===== config.mk =====
export PLATFORM = sky130hd
export DESIGN_NAME = iuvfr_ctrl
export DESIGN_NICKNAME = d
export VERILOG_FILES = /design/src/verilog/iuvfr_pkg.sv /design/src/verilog/iuvfr_ctrl.sv /design/src/verilog/iuvfr_delay_timer.sv
export SDC_FILE = /design/constraint.sdc
export NUM_CORES = 1
export LEC_CHECK = 0
export ABC_AREA = 1
export BUFFER_PORTS_ARGS = -buffer_cell sky130_fd_sc_hd__buf_2
export CORE_AREA = 4 4 99 101
export CTS_CLUSTER_DIAMETER = 100
export DETAILED_ROUTE_END_ITERATION = 6
export DIE_AREA = 0 0 103 105
export GPL_ROUTABILITY_DRIVEN = 0
export SKIP_LAST_GASP = 1
export SYNTH_ARGS = -nofsm -noshare
export SYNTH_HDL_FRONTEND = slang
export SYNTH_SLANG_ARGS = --single-unit

===== constraint.sdc =====
create_clock -name clk -period 3 [get_ports clk]
set_input_delay 0.15 -clock clk [delete_from_list [all_inputs] [get_ports clk]]
set_output_delay 0.15 -clock clk [all_outputs]
set_load 0.02 [all_outputs]

===== src/verilog/iuvfr_pkg.sv =====
// constants, types and command codes for the input under-voltage responder
package iuvfr_pkg;
	// command codes on the management bus
	localparam logic [7:0] CMD_UV_ACTION = 8'h5A;
	localparam logic [7:0] CMD_CLEAR_FAULTS = 8'h03;
	// reset value of the action byte: latch off, no retry, 1 unit
	localparam logic [7:0] ACTION_RESET = 8'hC0;
	// field positions inside the action byte
	localparam int RESP_HI = 7;
	localparam int RESP_LO = 6;
	localparam int RETRY_HI = 5;
	localparam int RETRY_LO = 3;
	localparam int DELAY_HI = 2;
	localparam int DELAY_LO = 0;
	// response field encodings
	localparam logic [1:0] RESP_IGNORE = 2'h0;
	localparam logic [1:0] RESP_GRACE = 2'h1;
	localparam logic [1:0] RESP_RETRY = 2'h2;
	localparam logic [1:0] RESP_LATCH = 2'h3;
	// retry field encodings
	localparam logic [2:0] RETRY_NONE = 3'h0;
	localparam logic [2:0] RETRY_FOREVER = 3'h7;
	// timer width: 2^7 = 128 units is the longest delay
	localparam int TMR_W = 8;
	localparam logic [TMR_W-1:0] TMR_ONE = 8'h01;

	// one decoded byte transaction from the bus transaction layer
	typedef struct packed {
		logic valid;
		logic write;
		logic [7:0] code;
		logic [7:0] data;
	} iuvfr_cmd_t;

	typedef enum logic [2:0] {
		ST_OFF = 3'b000,
		ST_RUN = 3'b001,
		ST_GRACE = 3'b010,
		ST_WAIT = 3'b011,
		ST_LATCH = 3'b100
	} iuvfr_state_t;
endpackage

===== src/verilog/iuvfr_ctrl.sv =====
// fault responder for the input under-voltage fault with its action byte
// Behaviour
// - response 00 ignores fault, output keeps running
// - response 01 runs for delay, then retries
// - response 10 disables at once, then retries
// - response 11 latches off until cleared
// - status clear, clear command or reset clear fault
// - off-then-on command also clears latched fault
// - retry 000 latches output off, no restart
// - retry 1..5 attempts, then latch off
// - attempts spaced by 2^delay field units
// - action byte read and written at 0x5A
// - retry 6 attempts, 7 retries without limit
// - delay code n means 2^n units
`timescale 1ns/1ps
module iuvfr_ctrl
	import iuvfr_pkg::*;
(
	input wire logic clk,
	input wire logic resetn,
	input wire iuvfr_cmd_t cmd,
	input wire logic uv_fault,
	input wire logic unit_tick,
	input wire logic output_on_cmd,
	input wire logic status_clear,
	input wire logic reset_req,
	output logic [7:0] rd_data_ff,
	output logic rd_valid_ff,
	output logic cmd_ack_ff,
	output logic out_enable_ff,
	output logic fault_latched_ff,
	output logic [2:0] attempts_ff,
	output iuvfr_state_t state_ff
);
	logic [7:0] action_ff, nxt_action;
	logic [7:0] nxt_rd_data;
	logic nxt_rd_valid, nxt_ack;
	logic on_prev_ff;
	iuvfr_state_t nxt_state;
	logic nxt_out_en, nxt_flag;
	logic [2:0] nxt_attempts;
	logic [1:0] resp;
	logic [2:0] retry;
	logic [2:0] dly;
	logic hit_action, hit_clear, on_rise, clr, flag_set;
	logic tmr_start, tmr_stop, tmr_done;
	logic [3:0] tries_next;
	logic success;

	assign resp = action_ff[RESP_HI:RESP_LO];
	assign retry = action_ff[RETRY_HI:RETRY_LO];
	assign dly = action_ff[DELAY_HI:DELAY_LO];

	// command decode; other codes are left to other blocks, no ack
	assign hit_action = cmd.valid && cmd.code == CMD_UV_ACTION;
	assign hit_clear = cmd.valid && cmd.write &&
		cmd.code == CMD_CLEAR_FAULTS;
	// off-then-on seen as a rising edge of the resolved on command
	assign on_rise = output_on_cmd && !on_prev_ff;
	assign clr = status_clear || hit_clear || reset_req || on_rise;
	assign tries_next = {1'b0, attempts_ff} + 4'h1;

	// register file: one byte, read data valid one cycle after request
	always_comb begin
		nxt_action = action_ff;
		nxt_rd_data = rd_data_ff;
		nxt_rd_valid = 1'b0;
		nxt_ack = hit_action || hit_clear;
		if (hit_action && cmd.write) begin
			nxt_action = cmd.data;
		end else if (hit_action) begin
			nxt_rd_data = action_ff;
			nxt_rd_valid = 1'b1;
		end
	end

	always_ff @(posedge clk) begin
		if (!resetn) begin
			action_ff <= ACTION_RESET;
			rd_data_ff <= 8'h00;
			rd_valid_ff <= 1'b0;
			cmd_ack_ff <= 1'b0;
		end else begin
			action_ff <= nxt_action;
			rd_data_ff <= nxt_rd_data;
			rd_valid_ff <= nxt_rd_valid;
			cmd_ack_ff <= nxt_ack;
		end
	end

	// response sequencer; commanded off beats everything else
	always_comb begin
		nxt_state = state_ff;
		nxt_attempts = attempts_ff;
		flag_set = 1'b0;
		tmr_start = 1'b0;
		success = 1'b0;
		if (!output_on_cmd) begin
			nxt_state = ST_OFF;
			nxt_attempts = 3'h0;
		end else begin
			case (state_ff)
				ST_OFF: begin
					nxt_state = ST_RUN;
				end
				ST_RUN: begin
					if (uv_fault) begin
						case (resp)
							RESP_IGNORE: nxt_state = ST_RUN;
							RESP_GRACE: begin
								nxt_state = ST_GRACE;
								tmr_start = 1'b1;
								flag_set = 1'b1;
							end
							RESP_RETRY: begin
								flag_set = 1'b1;
								if (retry == RETRY_NONE) begin
									nxt_state = ST_LATCH;
								end else begin
									nxt_state = ST_WAIT;
									tmr_start = 1'b1;
								end
							end
							default: begin
								nxt_state = ST_LATCH;
								flag_set = 1'b1;
							end
						endcase
					end
				end
				ST_GRACE: begin
					if (clr || !uv_fault) begin
						nxt_state = ST_RUN;
					end else if (tmr_done) begin
						// still faulty after the grace span
						if (retry == RETRY_NONE) begin
							nxt_state = ST_LATCH;
						end else begin
							nxt_state = ST_WAIT;
							tmr_start = 1'b1;
						end
					end
				end
				ST_WAIT: begin
					if (clr) begin
						nxt_state = ST_RUN;
						nxt_attempts = 3'h0;
					end else if (tmr_done) begin
						// an attempt succeeds if the input is back in range
						if (!uv_fault) begin
							nxt_state = ST_RUN;
							success = 1'b1;
							nxt_attempts = 3'h0;
						end else if (retry != RETRY_FOREVER &&
							tries_next >= {1'b0, retry}) begin
							nxt_state = ST_LATCH;
							// count kept while latched, for the host
							nxt_attempts = tries_next[2:0];
						end else begin
							tmr_start = 1'b1;
							if (retry != RETRY_FOREVER) begin
								nxt_attempts = tries_next[2:0];
							end
						end
					end
				end
				ST_LATCH: begin
					if (clr) begin
						nxt_state = ST_RUN;
						nxt_attempts = 3'h0;
					end
				end
				default: nxt_state = ST_OFF;
			endcase
		end
		nxt_out_en = nxt_state == ST_RUN || nxt_state == ST_GRACE;
		// a new fault in the clearing cycle stays latched
		nxt_flag = flag_set || (fault_latched_ff && !clr);
		tmr_stop = nxt_state != ST_GRACE && nxt_state != ST_WAIT;
	end

	always_ff @(posedge clk) begin
		if (!resetn) begin
			state_ff <= ST_OFF;
			attempts_ff <= 3'h0;
			out_enable_ff <= 1'b0;
			fault_latched_ff <= 1'b0;
			on_prev_ff <= 1'b0;
		end else begin
			state_ff <= nxt_state;
			attempts_ff <= nxt_attempts;
			out_enable_ff <= nxt_out_en;
			fault_latched_ff <= nxt_flag;
			on_prev_ff <= output_on_cmd;
		end
	end

	// one timer serves both the grace span and the retry spacing
	iuvfr_delay_timer u_timer (
		.clk(clk),
		.resetn(resetn),
		.start(tmr_start),
		.stop(tmr_stop),
		.unit_tick(unit_tick),
		.exponent(dly),
		.done(tmr_done)
	);
endmodule


===== src/verilog/iuvfr_delay_timer.sv =====
// power-of-two delay timer counting external time-unit ticks
`timescale 1ns/1ps
module iuvfr_delay_timer
	import iuvfr_pkg::*;
(
	input wire logic clk,
	input wire logic resetn,
	input wire logic start,
	input wire logic stop,
	input wire logic unit_tick,
	input wire logic [2:0] exponent,
	output logic done
);
	logic [TMR_W-1:0] cnt_ff, nxt_cnt;
	logic busy_ff, nxt_busy;
	logic done_ff, nxt_done;
	logic [TMR_W-1:0] target;

	// n maps to 2^n units, so 0 is one unit and 7 is 128
	assign target = TMR_ONE << exponent;
	assign done = done_ff;

	// next count; start wins over stop so a re-arm is never lost
	always_comb begin
		nxt_cnt = cnt_ff;
		nxt_busy = busy_ff;
		nxt_done = 1'b0;
		if (start) begin
			nxt_cnt = '0;
			nxt_busy = 1'b1;
		end else if (stop) begin
			nxt_busy = 1'b0;
		end else if (busy_ff && unit_tick) begin
			if (cnt_ff == target - TMR_ONE) begin
				nxt_done = 1'b1;
				nxt_busy = 1'b0;
			end
			nxt_cnt = cnt_ff + TMR_ONE;
		end
	end

	always_ff @(posedge clk) begin
		if (!resetn) begin
			cnt_ff <= '0;
			busy_ff <= 1'b0;
			done_ff <= 1'b0;
		end else begin
			cnt_ff <= nxt_cnt;
			busy_ff <= nxt_busy;
			done_ff <= nxt_done;
		end
	end
endmodule


==> results by group, run 1 <==
Worst setup path
  – Crit-path most repeated cell: nand2_1
  – Critical Path AT: 2360 ps
  – Data required, critical path: 3160 ps
  – CP max stage cell: dfxtp_1
  – Worst reg2reg path endpoint: u_timer.cnt_ff[0]
  – FF-to-FF path depth: 14
  – Crit end category: flip-flop
  – Worst-path fanout max: 9
  – Largest delay share family, worst path: simple AND/OR/NAND/NOR gates
  – R2R Path Start: attempts_ff[0]
  – CP max stage delay: 420 ps
  – Reg2Reg Setup Slack: 800 ps
  – Critical path cell sequence: ha_1, ha_1, nand2_1, nand2_1, nand2_1, nand2_1, nand2_1, nand2_1, nand2_1, nand2_1, a21oi_4, nand3_4, nand2_1, a21oi_1
  – Worst path bufs/invs: 0
  – Critical path class: flip-flop to flip-flop
  – Setup crit start kind: flip-flop

Power
  – P_sw: 0.219 mW
  – Reg power frac: 53.9%
  – Leak pwr: 1.16 nW
  – Share of total power in the clock network: 38.3%
  – Internal power: 0.702 mW
  – Comb pwr share: 7.9%
  – Sw Share: 23.8%
  – Peak VDD IR: 0.000164 V
  – Power Density: 353 nW/um^2

Routing
  – WL per Instance: 11.6 um
  – Vias per std cell: 4.56
  – Routed WL: 5.41 mm
  – Post-route DRC: 0
  – Initial DRC count: 70
  – Pre-antenna DRT Iters: 4
  – Via count: 2127
  – Final ANT Viol Nets: 0

Clocking
  – Clock root buffer: clkbuf_8
  – Setup Fix Bufs, Post-CTS: 0
  – Number of buffers created by CTS: 5
  – Latest clock arrival within the worst-skew pair: 290 ps
  – H-tree depth: 2
  – CTS tree: yes
  – Max clock buf depth: 2
  – CTS clk-pin slew, worst paths: 70 ps
  – Clk sink count: 37
  – Resized cells post-CTS: 0
  – Post-CTS Hold Fix Bufs: 0

STA
  – Worst slew margin: 59.6%
  – Setup TNS Final: 0 ps
  – PnR worst setup slack: 799 ps
  – RSZ-0062 raised after global routing: false
  – Final setup vio count: 0
  – Hold Violations, Final: 0
  – Worst clock skew: 5.14 ps
  – Slew Viols, Final: 0
  – Max Freq: 0.454 GHz
  – Fin crit period: 2200 ps
  – Crit share post-route: 73.4%
  – Worst slew pin tran: 602 ps

Worst hold path
  – Min-Delay Endpoint: action_ff[6]
  – HP Class: primary input to flip-flop
  – Hold path depth: 3
  – Hold Path Origin: cmd[6]

Global route
  – Vias in the first global route: 2071
  – Pin count of the biggest net entering global routing: 17
  – First-pass GRT wire length: 9.06 mm
  – Initial antenna violation count: 0
  – Overflow after GRT: 0
  – GRT Total Usage: 10.5%

Final layout
  – Ratio of cells with drive above 1 in the final layout: 19.4%
  – Final non-filler cell total: 466
  – Total Nets Final: 390
  – Area grow syn2layout: 19.0%
  – Fill cells: 1007
  – Number of diodes: 0
  – Final Cell Area: 2610 um^2

Synth
  – Register area share after synthesis: 33.8%
  – Synthesized Nets: 344
  – Prevailing post-synth register cell: dfxtp_1
  – EDFF count, synth: 0
  – Cell Area, Synth: 2190 um^2
  – YS warnings: 0
  – Fraction of registers with async set/reset: 0%
  – Top cells by area, synth: dfxtp_1 (34%), nand2_1 (11%), a21oi_1 (8.0%), inv_1 (6.5%), nand3_1 (6.4%)
  – Netlist cell types: 33
  – Commonest cells post-synth: nand2_1 (66), inv_1 (38), dfxtp_1 (37), a21oi_1 (35), nand3_1 (28)
  – Synthesized area per cell: 7.10 um^2
  – Count leader, synth: nand2_1
  – #FFs+latches synth: 37
  – Post-Synthesis Cells: 309
  – Yosys top cell by area: dfxtp_1
  – Post-synth top area share: 33.8%

Placed design
  – Detailed Place HPWL: 4.35 mm
  – Place WS: 812 ps
  – Placed cell area: 2520 um^2
  – Port bufs: 42
  – # placed instances: 459

Outcome
  – Outcome: completed

Floorplanning
  – Std cell rows: 35
  – Die width: 103 um
  – Die area: 10800 um^2
  – Starting Density: 24.3%
  – IO Count: 43
  – Core Area: 9020 um^2
  – Die height: 105 um

Run
  – Max-cap viol count: 0
==> tightest hold or removal path, stage by stage <==
cell and delay [ps]:
buf_2 80, a21oi_1 50, o21ai_0 50
==> per-layer routing <==
layer  track usage [%]  vias to the layer above  wire length (um)
li1                  -                     1107                 -
met3              2.60                        7               361
met4              3.70                        0                78
met2              18.3                       57              2630
met1              12.2                      956              2350
met5                 0                        -                 0
==> final cells by class <==
| cell class | count | area, um^2 | area share, % |
|---|---|---|---|
| well taps | 111 | 139 | 5.32 |
| inverters | 46 | 173 | 6.61 |
| flip-flops and latches | 37 | 741 | 28.4 |
| repair buffers | 42 | 210 | 8.05 |
| multi-input cells | 223 | 1260 | 48.3 |
| clock buffers | 7 | 86.3 | 3.31 |
==> metrics by stage <==
stage          hold WS [ps]  total power [mW]  utilization (%)
6_report               83.3             0.922             28.9
3_5_place_dp            377             0.580             28.0
5_1_grt                 101             0.965             28.9
4_1_cts                80.3             0.935             28.9
3_3_place_gp            376             0.580             28.0
2_1_floorplan           276             0.548                -
==> how the worst max path moves through the flow <==
stage | startpoint | to | slack, ps | depth (start not counted)
2_1_floorplan | attempts_ff[0] | u_timer.cnt_ff[0] | 890 | 14
3_3_place_gp | attempts_ff[0] | u_timer.cnt_ff[3] | 910 | 14
3_5_place_dp | attempts_ff[0] | u_timer.cnt_ff[0] | 810 | 14
4_1_cts | attempts_ff[0] | u_timer.cnt_ff[0] | 810 | 14
5_1_grt | attempts_ff[0] | u_timer.cnt_ff[1] | 500 | 16
6_report | attempts_ff[0] | u_timer.cnt_ff[0] | 800 | 14
==> power by group through the flow <==
stage	clock (mW)	combinational (mW)	sequential, mW
6_report	0.353	0.0724	0.497
5_1_grt	0.387	0.0813	0.497
4_1_cts	0.366	0.0727	0.496
3_5_place_dp	0	0.0723	0.508
3_3_place_gp	0	0.0720	0.508
2_1_floorplan	0	0.0374	0.511
==> flip-flops by register name, indices dropped and copies added (netlist names), 3 cells and up <==
signal          count
u_timer.cnt_ff      8
action_ff           8
rd_data_ff          8
state_ff            3
attempts_ff         3
==> kinds of logic (layout without fill, tap and decap cells) <==
| family | Yosys count | after routing | share of synthesized area (%) |
|---|---|---|---|
| AND/OR/NAND/NOR | 143 | 143 | 31.8 |
| AO/OA/AOI/OAI | 56 | 56 | 14.4 |
| buffers and inverters | 49 | 95 | 8.72 |
| flip-flops | 37 | 37 | 33.8 |
| XOR/XNOR | 14 | 14 | 5.59 |
| adder cells (fa/ha/maj) | 10 | 10 | 5.70 |
==> layout by cell type, fill, tap and decap left out <==
cell type | synthesis | final
buf_2 | 0 | 42
dfxtp_1 | 37 | 37
ha_1 | 10 | 10
a21oi_1 | 35 | 35
nand3_1 | 28 | 28
nand3_4 | 1 | 1
o211ai_1 | 1 | 1
nor4_4 | 1 | 1
clkbuf_8 | 0 | 6
nand2_2 | 1 | 1
inv_1 | 38 | 38
nor2_4 | 1 | 1
o21ai_0 | 11 | 11
nor3_1 | 5 | 5
inv_2 | 6 | 6
nand2_1 | 66 | 66
o21ai_1 | 4 | 4
o211a_1 | 1 | 1
nor3_2 | 2 | 2
nand3b_1 | 1 | 1
nor3_4 | 1 | 1
a21boi_4 | 1 | 1
a31oi_1 | 1 | 1
clkbuf_1 | 2 | 1
clkinv_1 | 2 | 2
a21oi_4 | 1 | 1
nand4_1 | 11 | 11
nand3_2 | 1 | 1
nor2_2 | 5 | 5
xnor2_1 | 6 | 6
xor2_1 | 8 | 8
nor2_1 | 18 | 18
nor3b_1 | 1 | 1
o21bai_1 | 1 | 1
Note: power is estimated with default switching activity, not from simulation.
==> inputs of run 2 (changes only) <==
- clock period: 3 -> 1.8 ns (I/O delays scaled with it)
==> run 2 against run 1 <==
  * The run now ends with setup timing left
  * Non-clock buffer count rose by 31
  * Worst hold slack worse by 49 ps
  * Critical path depth is the same
  * Sequential share of layout area decreased by 3.7 points
  * Sequential power rose by 66%
  * Core utilization increased by 4.7 points
  * First-iteration DRC count grew 8.6%
  * Die area unchanged
  * Clock skew rose by 3.1 ps
  * Via count increased by 7.2%
  * Critical path type unchanged
==> results by group, run 2 (same netlist as run 1, synthesis figures left out) <==
Floorplanning
  – Die area: 10800 um^2 (unchanged)
  – Core Area: 9020 um^2 (unchanged)
  – IO Count: 43 (unchanged)
  – Std cell rows: 35 (unchanged)
  – Die height: 105 um (unchanged)
  – Die width: 103 um (unchanged)
  – Starting Density: 24.3% (unchanged)

Worst setup path
  – Worst-path fanout max: 2 (was 9)
  – Worst path bufs/invs: 10 (was 0)
  – Critical path class: flip-flop to flip-flop (unchanged)
  – Critical path cell sequence: ha_4, xnor2_2, inv_2, buf_4, buf_6, buf_4, buf_4, buf_4, buf_4, buf_4, buf_4, buf_4, nand4_1, a21oi_1 (was ha_1, ha_1, nand2_1, nand2_1, nand2_1, nand2_1, nand2_1, nand2_1, nand2_1, nand2_1, a21oi_4, nand3_4, nand2_1, a21oi_1)
  – Crit end category: flip-flop (unchanged)
  – FF-to-FF path depth: 14 (unchanged)
  – Reg2Reg Setup Slack: -270 ps (was 800 ps)
  – Crit-path most repeated cell: buf_4 (was nand2_1)
  – Largest delay share family, worst path: buffers and inverters (was simple AND/OR/NAND/NOR gates)
  – Data required, critical path: 1990 ps (was 3160 ps)
  – CP max stage delay: 350 ps (was 420 ps)
  – Worst reg2reg path endpoint: attempts_ff[2] (was u_timer.cnt_ff[0])
  – CP max stage cell: dfxtp_4 (was dfxtp_1)
  – Critical Path AT: 2250 ps (was 2360 ps)
  – R2R Path Start: attempts_ff[1] (was attempts_ff[0])
  – Setup crit start kind: flip-flop (unchanged)

Global route
  – Vias in the first global route: 2296 (was 2071)
  – Pin count of the biggest net entering global routing: 17 (unchanged)
  – Overflow after GRT: 0 (unchanged)
  – Initial antenna violation count: 0 (unchanged)
  – First-pass GRT wire length: 9.96 mm (was 9.06 mm)
  – GRT Total Usage: 11.4% (was 10.5%)

Routing
  – Post-route DRC: 0 (unchanged)
  – Final ANT Viol Nets: 0 (unchanged)
  – Vias per std cell: 4.57 (was 4.56)
  – Initial DRC count: 76 (was 70)
  – Routed WL: 6.13 mm (was 5.41 mm)
  – WL per Instance: 12.3 um (was 11.6 um)
  – Pre-antenna DRT Iters: 4 (unchanged)
  – Via count: 2280 (was 2127)

Worst hold path
  – Hold path depth: 3 (unchanged)
  – Hold Path Origin: cmd[6] (unchanged)
  – Min-Delay Endpoint: action_ff[6] (unchanged)
  – HP Class: primary input to flip-flop (unchanged)

Final layout
  – Commonest cells after routing, fill and taps aside: nand2_1 (55), buf_2 (42), inv_1 (35), dfxtp_1 (35), a21oi_1 (32) (was nand2_1 (66), buf_2 (42), inv_1 (38), dfxtp_1 (37), a21oi_1 (35))
  – Post-layout util: 33.6% (was 28.9%)
  – Total Nets Final: 422 (was 390)
  – Multi-input logic area: 1400 um^2 (was 1260 um^2)
  – Largest regs: action_ff x8, rd_data_ff x8, u_timer.cnt_ff x8 (unchanged)
  – Number of diodes: 0 (unchanged)
  – Area grow syn2layout: 38.1% (was 19.0%)
  – Fill cells: 965 (was 1007)
  – Sequential Area: 748 um^2 (was 741 um^2)
  – Commonest non-fill, non-tap cell in the layout: nand2_1 (unchanged)
  – Ratio of cells with drive above 1 in the final layout: 33.2% (was 19.4%)

Power
  – Power Density: 531 nW/um^2 (was 353 nW/um^2)
  – Peak VDD IR: 0.000240 V (was 0.000164 V)
  – Leak pwr: 1.34 nW (was 1.16 nW)

Outcome
  – Failing checks: setup timing
  – Outcome: finished with violations (was completed)

Clocking
  – Post-CTS Hold Fix Bufs: 0 (unchanged)
  – Clock root buffer: clkbuf_8 (unchanged)
  – CTS clk-pin slew, worst paths: 80 ps (was 70 ps)
  – Number of buffers created by CTS: 5 (unchanged)
  – Max clock buf depth: 2 (unchanged)
  – H-tree depth: 2 (unchanged)
  – Latest clock arrival within the worst-skew pair: 290 ps (about the same)
  – CTS tree: yes (unchanged)
  – Clk sink count: 37 (unchanged)

STA
  – Slew Viols, Final: 0 (unchanged)
  – Fin crit period: 2070 ps (was 2200 ps)
  – Final setup vio count: 14 (was 0)
  – PnR worst setup slack: -266 ps (was 799 ps)
  – Hold Violations, Final: 0 (unchanged)
  – Max Freq: 0.484 GHz (was 0.454 GHz)
  – RSZ-0062 raised after global routing: true (was false)
  – Crit share post-route: 115% (was 73.4%)
  – Worst slew pin tran: 517 ps (was 602 ps)
  – Worst clock skew: 8.24 ps (was 5.14 ps)
  – Worst slew margin: 65.5% (was 59.6%)
  – Final Hold Slack: 34.7 ps (was 83.3 ps)

Run
  – Max-cap viol count: 0 (unchanged)

Placed design
  – Port bufs: 42 (unchanged)
  – Detailed Place HPWL: 4.55 mm (was 4.35 mm)
==> run 2: cell types whose count changed in the layout (fill, tap and decap cells not counted), sizes merged <==
| cell | change |
|---|---|
| a21oi | +1 |
| buf | +31 |
| clkinv | +1 |
==> run 2: timing repair <==
| item | CTS | global route |
|---|---|---|
| gates resized for setup | 7 | 19 |
| gates cloned | 1 | 0 |
| endpoints found under the setup margin | 13 | 15 |
| setup buffers | 11 | 3 |
| pin swaps | 5 | 16 |
==> run 2: stage by stage <==
step / TNS (ps) / total power [mW] / setup WS, ps / instance area, um^2 / std cells
3_3_place_gp: -2140 / 0.972 / -214 / 2710 / 478
6_report: -2330 / 1.61 / -266 / 3030 / 499
3_5_place_dp: -2870 / 0.973 / -296 / 2710 / 478
2_1_floorplan: -1120 / 0.911 / -142 / 2220 / 309
5_1_grt: -4090 / 1.69 / -344 / 3030 / 499
4_1_cts: -2270 / 1.63 / -211 / 2940 / 497
==> run 2: cell type report <==
cell class	instances	area share, %
clock buffers	7	3.18
clock inverters	1	0.165
inverters	46	5.70
multi-input cells	224	46.0
flip-flops and latches	37	24.7
well taps	111	4.58
repair buffers	73	15.7
==> run 2: per-layer routing <==
| metal | track usage (%) | share of wire (%) | vias up |
|---|---|---|---|
| li1 | - | - | 1172 |
| met1 | 13.6 | 44 | 1033 |
| met2 | 19.5 | 49 | 60 |
| met3 | 2.60 | 4.8 | 15 |
| met4 | 4.72 | 2.3 | 0 |
| met5 | 0 | 0 | - |
==> run 2: report_power, final <==
group	switching (mW)	internal [mW]	leakage (nW)
registers	0.00398	0.820	0.300
clock network	0.298	0.346	0.0542
logic	0.0858	0.0541	0.984
total	0.388	1.22	1.34
==> run 2: how the worst max path moves through the flow <==
stage                         from                end  slack [ps]  cells past startpoint
floorplan           attempts_ff[0]  u_timer.cnt_ff[2]        -140                     14
global placement    attempts_ff[0]  u_timer.cnt_ff[6]        -210                     14
detailed placement  attempts_ff[0]  u_timer.cnt_ff[2]        -300                     14
CTS                 attempts_ff[0]  u_timer.cnt_ff[5]        -210                     14
global route        attempts_ff[1]     attempts_ff[2]        -340                     14
finish              attempts_ff[1]     attempts_ff[2]        -270                     14
==> run 2: worst min-delay path, delay by kind of cell <==
family	cells	cell delay, ps
buf+inv	1	80
compound gates	2	110
